**src/shared/kpomc_map.vh**
```
// constants for the keypad overlay mode controller
//
// Contract
// - a press of the mode key lights the mode indicator, except one that hands on the first number of a jump.
// - while the mode indicator is lit, keys are read as the red command labels.
// - pause, out, point, jump and speed light the enter indicator and start numeric entry.
// - while the enter indicator is lit, keys are read as digits and build up a value.
// - in numeric entry the record key clears the value typed so far.
// - in numeric entry the mode key hands the value on; it ends entry and darkens enter except after the first number of a jump.
// - in train or move mode, keys are read as joint keys and the record key.
// - after reset the keypad is in train mode without any key press.
// - speed takes 0 to 15 and starts at 5 after reset.
`ifndef KPOMC_MAP_VH
`define KPOMC_MAP_VH

// register byte offsets
`define KPOMC_OFS_CTRL 4'h0
`define KPOMC_OFS_STATUS 4'h4
`define KPOMC_OFS_VALUE 4'h8
`define KPOMC_OFS_LAST 4'hC

// field positions
`define KPOMC_CTRL_EN 0
`define KPOMC_ST_MODE_LED 3
`define KPOMC_ST_ENTER_LED 4
`define KPOMC_ST_SPEED_LSB 8

// reset values
`define KPOMC_RST_CTRL 1'h1
`define KPOMC_RST_SPEED 4'h5
`define KPOMC_SPEED_MAX 8'h0F
`define KPOMC_VALUE_MAX 10'h0FF

// timing: debounce sample period
`define KPOMC_DB_MS 5
`define KPOMC_CLK_KHZ 100000
`define KPOMC_DB_CYC (`KPOMC_DB_MS * `KPOMC_CLK_KHZ)

// states
`define KPOMC_S_TRAIN 3'h0
`define KPOMC_S_MOVE 3'h1
`define KPOMC_S_CMD 3'h2
`define KPOMC_S_ENTRY 3'h3
`define KPOMC_S_RUN 3'h4

// key positions; digits sit on keys 2..11 as numerals 0..9
`define KPOMC_K_MODE 4'h0
`define KPOMC_K_REC 4'h1
`define KPOMC_K_DIG0 4'h2
`define KPOMC_K_DIG9 4'hB

// red command keys
`define KPOMC_C_TRAIN 4'h2
`define KPOMC_C_STEP 4'h3
`define KPOMC_C_PAUSE 4'h4
`define KPOMC_C_RUN 4'h5
`define KPOMC_C_OUT 4'h6
`define KPOMC_C_POINT 4'h7
`define KPOMC_C_JUMP 4'h8
`define KPOMC_C_SPEED 4'h9
`define KPOMC_C_MOVE 4'hA
`define KPOMC_C_CLEAR 4'hB
`define KPOMC_C_ZERO 4'hC
`define KPOMC_C_STOP 4'hD
// code given to the first number of a jump
`define KPOMC_C_JCOND 4'hF

`endif

```
**src/rtl/kpomc_top.v**
```verilog
// keypad overlay mode controller with a wishbone register slave
//
// The implementer's own choices: the Wishbone slave port and the register addresses.
`timescale 1ns/1ns
`include "kpomc_map.vh"

module kpomc_top #(
  parameter DB_CYCLES = `KPOMC_DB_CYC // debounce sample period in cycles
) (
  input wire clk_i, // 100 MHz system clock
  input wire rst_i, // synchronous reset, active high
  input wire [15:0] key_i, // raw key lines, high while pressed
  output reg mode_led_o, // red mode indicator
  output reg enter_led_o, // yellow enter indicator
  output reg joint_evt_o, // pulse: joint key or record in train/move
  output reg [3:0] joint_key_o, // key position of the joint event
  output reg move_mode_o, // high in move mode, low in train mode
  output reg cmd_evt_o, // pulse: command issued
  output reg [3:0] cmd_code_o, // command code of the event
  output reg [7:0] cmd_value_o, // value handed with the command
  output reg [3:0] speed_o, // current speed setting
  input wire [3:0] wb_adr_i, // wishbone byte address
  input wire [31:0] wb_dat_i, // wishbone write data
  input wire [3:0] wb_sel_i, // wishbone byte lanes
  input wire wb_we_i, // wishbone write
  input wire wb_cyc_i, // wishbone cycle
  input wire wb_stb_i, // wishbone strobe
  output reg [31:0] wb_dat_o, // wishbone read data
  output reg wb_ack_o // wishbone acknowledge
);

  // true for the keys that open numeric entry
  function is_entry_cmd;
    input [3:0] k;
    begin
      is_entry_cmd = (k == `KPOMC_C_PAUSE) || (k == `KPOMC_C_OUT) ||
        (k == `KPOMC_C_POINT) || (k == `KPOMC_C_JUMP) || (k == `KPOMC_C_SPEED);
    end
  endfunction

  // lowest pressed key position
  function [3:0] first_key;
    input [15:0] v;
    integer i;
    begin
      first_key = 4'h0;
      for (i = 15; i >= 0; i = i - 1) begin
        if (v[i]) begin
          first_key = i[3:0];
        end
      end
    end
  endfunction

  // shift one decimal digit into the entry value, holding at the ceiling;
  // the sum is formed wide so that a large value cannot wrap below the ceiling
  function [9:0] acc_push;
    input [9:0] a;
    input [3:0] d;
    reg [13:0] t;
    begin
      t = ({4'h0, a} * 14'h00A) + {10'h000, d};
      if (t > {4'h0, `KPOMC_VALUE_MAX}) begin
        acc_push = `KPOMC_VALUE_MAX;
      end else begin
        acc_push = t[9:0];
      end
    end
  endfunction

  reg [15:0] key_s1;
  reg [15:0] key_s2;
  reg [15:0] samp_a;
  reg [15:0] key_db;
  reg [15:0] key_db_d;
  reg [19:0] db_cnt;
  reg db_tick;
  reg ctrl_en;
  reg [2:0] state;
  reg [3:0] pend_cmd;
  reg jump_second;
  reg [9:0] acc;
  reg [3:0] last_key;
  reg [2:0] next_state;
  reg [9:0] next_acc;
  reg [3:0] next_speed;
  reg next_cmd_evt;
  reg [3:0] next_cmd_code;
  reg next_joint_evt;
  reg next_jump_second;
  reg [3:0] next_pend;
  wire [15:0] press;
  wire any_press;
  wire [3:0] pk;
  wire [3:0] digit;
  wire mode_held;
  wire wb_req;
  wire wb_wr;
  wire wb_rd;

  // two-flop synchroniser for the key lines
  always @(posedge clk_i) begin
    if (rst_i) begin
      key_s1 <= 16'h0000;
      key_s2 <= 16'h0000;
    end else begin
      key_s1 <= key_i;
      key_s2 <= key_s1;
    end
  end

  // sample tick for the debouncer
  always @(posedge clk_i) begin
    if (rst_i) begin
      db_cnt <= 20'h00000;
      db_tick <= 1'b0;
    end else if (db_cnt == DB_CYCLES[19:0] - 20'h00001) begin
      db_cnt <= 20'h00000;
      db_tick <= 1'b1;
    end else begin
      db_cnt <= db_cnt + 20'h00001;
      db_tick <= 1'b0;
    end
  end

  // a key changes only after two equal samples one period apart
  always @(posedge clk_i) begin
    if (rst_i) begin
      samp_a <= 16'h0000;
      key_db <= 16'h0000;
      key_db_d <= 16'h0000;
    end else begin
      key_db_d <= key_db;
      if (db_tick) begin
        samp_a <= key_s2;
        key_db <= (samp_a & key_s2) | (key_db & (samp_a | key_s2));
      end
    end
  end

  // one press event per debounced rising edge
  assign press = key_db & ~key_db_d;
  assign any_press = ctrl_en && (press != 16'h0000);
  assign pk = first_key(press);
  assign digit = pk - `KPOMC_K_DIG0;
  assign mode_held = key_db[`KPOMC_K_MODE];

  // overlay state machine: how the next press is read
  always @* begin
    next_state = state;
    next_acc = acc;
    next_speed = speed_o;
    next_cmd_evt = 1'b0;
    next_cmd_code = cmd_code_o;
    next_joint_evt = 1'b0;
    next_jump_second = jump_second;
    next_pend = pend_cmd;
    if (any_press) begin
      case (state)
        `KPOMC_S_TRAIN, `KPOMC_S_MOVE: begin
          if (pk == `KPOMC_K_MODE) begin
            next_state = `KPOMC_S_CMD;
          end else begin
            next_joint_evt = 1'b1;
          end
        end
        `KPOMC_S_RUN: begin
          if (pk == `KPOMC_K_MODE) begin
            next_state = `KPOMC_S_CMD;
          end else if (pk == `KPOMC_C_STOP) begin
            next_state = `KPOMC_S_CMD;
            next_cmd_evt = 1'b1;
            next_cmd_code = pk;
          end
        end
        `KPOMC_S_CMD: begin
          if (is_entry_cmd(pk)) begin
            next_state = `KPOMC_S_ENTRY;
            next_pend = pk;
            next_acc = 10'h000;
            next_jump_second = 1'b0;
          end else if (pk == `KPOMC_C_TRAIN) begin
            next_state = `KPOMC_S_TRAIN;
            next_cmd_evt = 1'b1;
            next_cmd_code = pk;
          end else if (pk == `KPOMC_C_MOVE) begin
            next_state = `KPOMC_S_MOVE;
            next_cmd_evt = 1'b1;
            next_cmd_code = pk;
          end else if (pk == `KPOMC_C_RUN) begin
            next_state = `KPOMC_S_RUN;
            next_cmd_evt = 1'b1;
            next_cmd_code = pk;
          end else if (pk == `KPOMC_C_STEP || pk == `KPOMC_C_STOP) begin
            next_cmd_evt = 1'b1;
            next_cmd_code = pk;
          end else if ((pk == `KPOMC_C_CLEAR || pk == `KPOMC_C_ZERO) && mode_held) begin
            next_cmd_evt = 1'b1;
            next_cmd_code = pk;
          end
        end
        `KPOMC_S_ENTRY: begin
          if (pk == `KPOMC_K_REC) begin
            next_acc = 10'h000;
          end else if (pk == `KPOMC_K_MODE) begin
            next_cmd_evt = 1'b1;
            if (pend_cmd == `KPOMC_C_JUMP && !jump_second) begin
              next_cmd_code = `KPOMC_C_JCOND;
              next_jump_second = 1'b1;
              next_acc = 10'h000;
            end else begin
              next_cmd_code = pend_cmd;
              next_state = `KPOMC_S_CMD;
              if (pend_cmd == `KPOMC_C_SPEED && acc <= {2'b00, `KPOMC_SPEED_MAX}) begin
                next_speed = acc[3:0];
              end
            end
          end else if (pk >= `KPOMC_K_DIG0 && pk <= `KPOMC_K_DIG9) begin
            next_acc = acc_push(acc, digit);
          end
        end
        default: begin
          next_state = `KPOMC_S_TRAIN;
        end
      endcase
    end
  end

  // state, lights and event outputs
  always @(posedge clk_i) begin
    if (rst_i) begin
      state <= `KPOMC_S_TRAIN;
      acc <= 10'h000;
      pend_cmd <= 4'h0;
      jump_second <= 1'b0;
      speed_o <= `KPOMC_RST_SPEED;
      mode_led_o <= 1'b0;
      enter_led_o <= 1'b0;
      move_mode_o <= 1'b0;
      cmd_evt_o <= 1'b0;
      cmd_code_o <= 4'h0;
      cmd_value_o <= 8'h00;
      joint_evt_o <= 1'b0;
      joint_key_o <= 4'h0;
      last_key <= 4'h0;
    end else begin
      state <= next_state;
      acc <= next_acc;
      pend_cmd <= next_pend;
      jump_second <= next_jump_second;
      speed_o <= next_speed;
      mode_led_o <= (next_state == `KPOMC_S_CMD);
      enter_led_o <= (next_state == `KPOMC_S_ENTRY);
      move_mode_o <= (next_state == `KPOMC_S_MOVE);
      cmd_evt_o <= next_cmd_evt;
      cmd_code_o <= next_cmd_code;
      if (next_cmd_evt) begin
        cmd_value_o <= acc[7:0];
      end
      joint_evt_o <= next_joint_evt;
      if (next_joint_evt) begin
        joint_key_o <= pk;
      end
      if (any_press) begin
        last_key <= pk;
      end
    end
  end

  // wishbone classic slave, ack one cycle after the strobe
  assign wb_req = wb_cyc_i && wb_stb_i && !wb_ack_o;
  assign wb_wr = wb_req && wb_we_i;
  assign wb_rd = wb_req && !wb_we_i;

  always @(posedge clk_i) begin
    if (rst_i) begin
      wb_ack_o <= 1'b0;
      wb_dat_o <= 32'h00000000;
      ctrl_en <= `KPOMC_RST_CTRL;
    end else begin
      wb_ack_o <= wb_req;
      if (wb_wr && wb_adr_i == `KPOMC_OFS_CTRL && wb_sel_i[0]) begin
        ctrl_en <= wb_dat_i[`KPOMC_CTRL_EN];
      end
      if (wb_rd) begin
        case (wb_adr_i)
          `KPOMC_OFS_CTRL: begin
            wb_dat_o <= {31'h0000000, ctrl_en};
          end
          `KPOMC_OFS_STATUS: begin
            wb_dat_o <= {20'h00000, speed_o, 3'h0, enter_led_o, mode_led_o, state};
          end
          `KPOMC_OFS_VALUE: begin
            wb_dat_o <= {22'h00000, acc};
          end
          `KPOMC_OFS_LAST: begin
            wb_dat_o <= {16'h0000, last_key, pend_cmd, cmd_value_o};
          end
          default: begin
            wb_dat_o <= 32'h00000000;
          end
        endcase
      end else begin
        wb_dat_o <= 32'h00000000;
      end
    end
  end

endmodule // kpomc_top

```
**config.mk**
```make
export PLATFORM = sky130hd
export DESIGN_NAME = kpomc_top
export DESIGN_NICKNAME = d
export VERILOG_FILES = /design/src/rtl/kpomc_top.v
export VERILOG_INCLUDE_DIRS = /design/src /design/src/shared
export SDC_FILE = /design/constraint.sdc
export NUM_CORES = 1
export LEC_CHECK = 0
export ABC_CLOCK_PERIOD_IN_PS = 8600
export BUFFER_PORTS_ARGS = -buffer_cell sky130_fd_sc_hd__clkbuf_2
export CELL_PAD_IN_SITES_DETAIL_PLACEMENT = 2
export CELL_PAD_IN_SITES_GLOBAL_PLACEMENT = 2
export CORE_MARGIN = 5
export CORE_UTILIZATION = 37
export CTS_CLUSTER_SIZE = 20
export DETAILED_ROUTE_END_ITERATION = 7
export GPL_TIMING_DRIVEN = 1
export PLACE_DENSITY = 0.88
export SYNTH_ARGS = -nofsm -noshare
export SYNTH_HDL_FRONTEND = slang
export SYNTH_SLANG_ARGS = --single-unit
export TNS_END_PERCENT = 10
```
**constraint.sdc**
```tcl
create_clock -name clk_i -period 8.6 [get_ports clk_i]
set_input_delay 0.86 -clock clk_i [delete_from_list [all_inputs] [get_ports clk_i]]
set_output_delay 0.86 -clock clk_i [all_outputs]
set_load 0.1 [all_outputs]
```
==> qor.txt <==
Count of nets after finishing: 948
Setup crit start: key_db[7]
Number of optimization iterations in the first detailed-route pass: 4
Antenna violation net count after detailed routing: 0
Period minus WS final: 5.42 ns
Gates resized, CTS repair: 0
Reg-to-reg critical path endpoint: acc[3]
Setup repair after global routing missed its margin: no
Critical path peak fanout: 8
Post-DP HPWL: 14.8 mm
GRT Total Usage: 20.4%
Least-Margin Pin Slew: 0.936 ns
Netlist area before placement: 7300 µm²
DIE AREA: 22600 µm²
Port buffer count: 68
Crit Path Class: reg -> reg
Worst slew margin relative to its limit: 36.0%
Element type at the critical path start: flop
CTS tree: yes
Commonest cells in the synthesized netlist: dfxtp_1 (166), nor2_1 (86), nand2_1 (84)
Final TNS setup: 0 ns
Fraction of final layout cells sized beyond drive strength 1: 13.7%
Endpoints failing hold: 0
Detail-routed via count per cell: 5.34
Data required time at the worst endpoint: 8.88 ns
Worst Hold Endpoint: key_s2[8]
Worst hold path startpoint: key_s1[8]
Vias post-DR: 6101
Top cells by area, synth: dfxtp_1 (46%), mux2i_1 (5.3%), nor2b_1 (4.8%)
Pin count of the biggest net entering global routing: 68
Post-placement cell count: 1110
Clock root cell: clkbuf_16
Starting density of the core: 37.5%
Number of H-tree levels: 4
Most frequently used flop master after synthesis: dfxtp_1
Total placed instance area: 7840 µm²
Final max-slew violation count: 0
Diodes inserted: 0
Clock input transition at the sequential cells of the worst setup and hold paths: 0.08 ns
Placer Congestion: 0.810
Average cell area after synthesis: 9.11 µm²
Total power of the final layout: 0.00169 W
Worst IR Drop VDD: 0.124 mV
Setup slack of the worst register-to-register path: 3.18 ns
Hold depth: 1
Post-Route Skew: 0.0119 ns
Run status: complete, no violations
Sort of element at the end of the critical path: flop
Area growth syn-to-layout: 16.1%
Clock latency at the later pin of the worst-skew pair: 0.44 ns
Worst R2R Start: key_db[7]
Filler-free cell count of the finished design: 1142
Max_cap viols: 0
Share of flip-flops with an asynchronous set or reset after synthesis: 0%
Count of clock tree sinks: 166
Synth area leader: dfxtp_1
Placeable core region: 19500 µm²
Fin crit share: 63.1%
Number of enable-type register cells in the synthesized netlist: 0
Overall die width: 150 µm
Sum of routed wire length over all layers: 22.4 mm
Total of flip-flops plus latches after synthesis: 166
Fillers: 2172
Average wire per standard cell: 19.6 µm
P_leak: 3.48 nW
Cell area power density: 200 nW/µm²
Fraction of synthesized cell area taken by the top area cell type: 45.5%
Global-route wire length before repair: 36.0 mm
Total overflow reported by the global router: 0
Arrival time at the worst endpoint: 5.71 ns
Number of remaining DRC errors: 0
Final-report setup violation count: 0
Via count of the first global-routing pass: 6757
Setup fix buffers added after clock tree synthesis: 0
Most frequent cell after synthesis: dfxtp_1
Proportion of synthesized chip area in sequential cells: 45.5%
Storage cell area: 3320 µm²
Clock buffer count from CTS: 17
Row cnt: 51
Number of hold buffers added after CTS: 0
Area occupied by multi-input gates: 3760 µm²
Top-Level Pins: 119
Maximum count of clock buffers along a single path: 2
Violation count after the first detailed-route iteration: 212
Max Fclk: 184 MHz
Number of synthesis warnings: 0
Worst reg2reg path depth: 16
Die height: 150 µm
Number of distinct library cell variants in the gate-level netlist after synthesis: 70
Type of the worst min-delay path: reg -> reg
Initial antenna violation count: 0
Count of mapped cells out of synthesis: 802
Post-route cell area: 8480 µm²
==> final cells by class <==
type,count,area share [%]
Multi-Input combinational cell,592,44.3
Tap cell,265,3.91
Sequential cell,166,39.2
Inverter,15,0.664
Timing Repair Buffer,72,4.40
Clock buffer,19,5.34
Clock inverter,13,2.15
==> report_power, final <==
group,total [W],switching (W),internal (W)
Combinational,0.0000733,0.0000595,0.0000138
Sequential,0.000784,0.00000658,0.000778
Clock,0.000835,0.000353,0.000482
==> how the worst max path moves through the flow <==
stage,endpoint,slack (ns),cells past startpoint
6_report,acc[3],3.18,16
5_1_grt,acc[3],2.83,17
4_1_cts,acc[3],3.20,16
3_5_place_dp,acc[3],3.50,16
3_3_place_gp,acc[7],3.80,16
2_1_floorplan,acc[0],4.87,16
==> layer usage <==
layer | vias up | track usage (%) | wire length (µm)
met1 | 3038 | 22.5 | 9250
met4 | 0 | 8.87 | 632
met2 | 126 | 37.5 | 11700
li1 | 2891 | - | -
met3 | 46 | 4.06 | 758
met5 | - | 0 | 0
==> kinds of logic (layout without fill, tap and decap cells) <==
logic type	after synthesis	count (layout)	synth area share, %
compound gates	168	168	15.7
fa+ha+maj	23	23	4.15
buf+inv	59	119	3.87
flops	166	166	45.5
other cells	1	16	0.0513
simple gates	321	321	22.3
mux	40	40	5.55
xor+xnor	24	24	2.88
==> per-stage QoR <==
stage	setup slack [ns]	utilization [%]	hold slack (ns)
5_1_grt	2.83	43.6	0.462
3_5_place_dp	3.50	40.3	0.429
2_1_floorplan	4.87	-	0.414
6_report	3.18	43.6	0.442
4_1_cts	3.20	43.6	0.449
3_3_place_gp	3.80	40.3	0.417
==> sequential cells by signal, indices dropped and copies added, names as in the netlist, 3 cells and up <==
name,count
key_s1,16
speed_o,4
acc,10
key_s2,16
key_db,16
cmd_code_o,4
samp_a,16
joint_key_o,4
wb_dat_o,16
pend_cmd,4
last_key,4
db_cnt,20
cmd_value_o,8
key_db_d,16
state,3
==> critical path, stage by stage (launching register included) <==
cell       delay (ns)
dfxtp_1          0.43
nand2b_1         0.20
and2_1           0.20
a21oi_1          0.37
a21oi_1          0.27
nor2_1           0.52
inv_1            0.25
ha_1             0.28
xor2_1           0.16
ha_1             0.35
a21oi_1          0.16
a2111oi_0        0.81
and3b_1          0.28
o211a_1          0.16
o221ai_1         0.20
nor4_4           0.43
a221oi_1         0.20
==> cells in the final DEF, fill, tap and decap left out, types with 4 or more instances in the layout <==
cell       netlist  final
dfxtp_1        166    166
nor2_1          86     86
nand2_1         84     84
clkbuf_2         0     67
nor2b_1         56     56
a21oi_1         44     44
mux2i_1         39     39
o21ai_0         27     27
a21o_1          24     24
ha_1            21     21
nand2b_1        20     20
clkbuf_16        0     17
nand3_1         16     16
conb_1           1     16
inv_1           15     15
xor2_1          15     15
a22oi_1         13     13
and3_1           9      9
xnor2_1          9      9
and2_1           8      8
a221oi_1         8      8
a211oi_1         7      7
nand4_1          6      6
o21a_1           6      6
nor3b_1          5      5
nor4_1           5      5
nor3_1           5      5
buf_4           16      5
o211ai_1         4      4
nand3b_1         4      4
o221ai_1         4      4
inv_6            0      4
clkinv_4         0      4
Note: power is estimated with default switching activity, not from simulation.
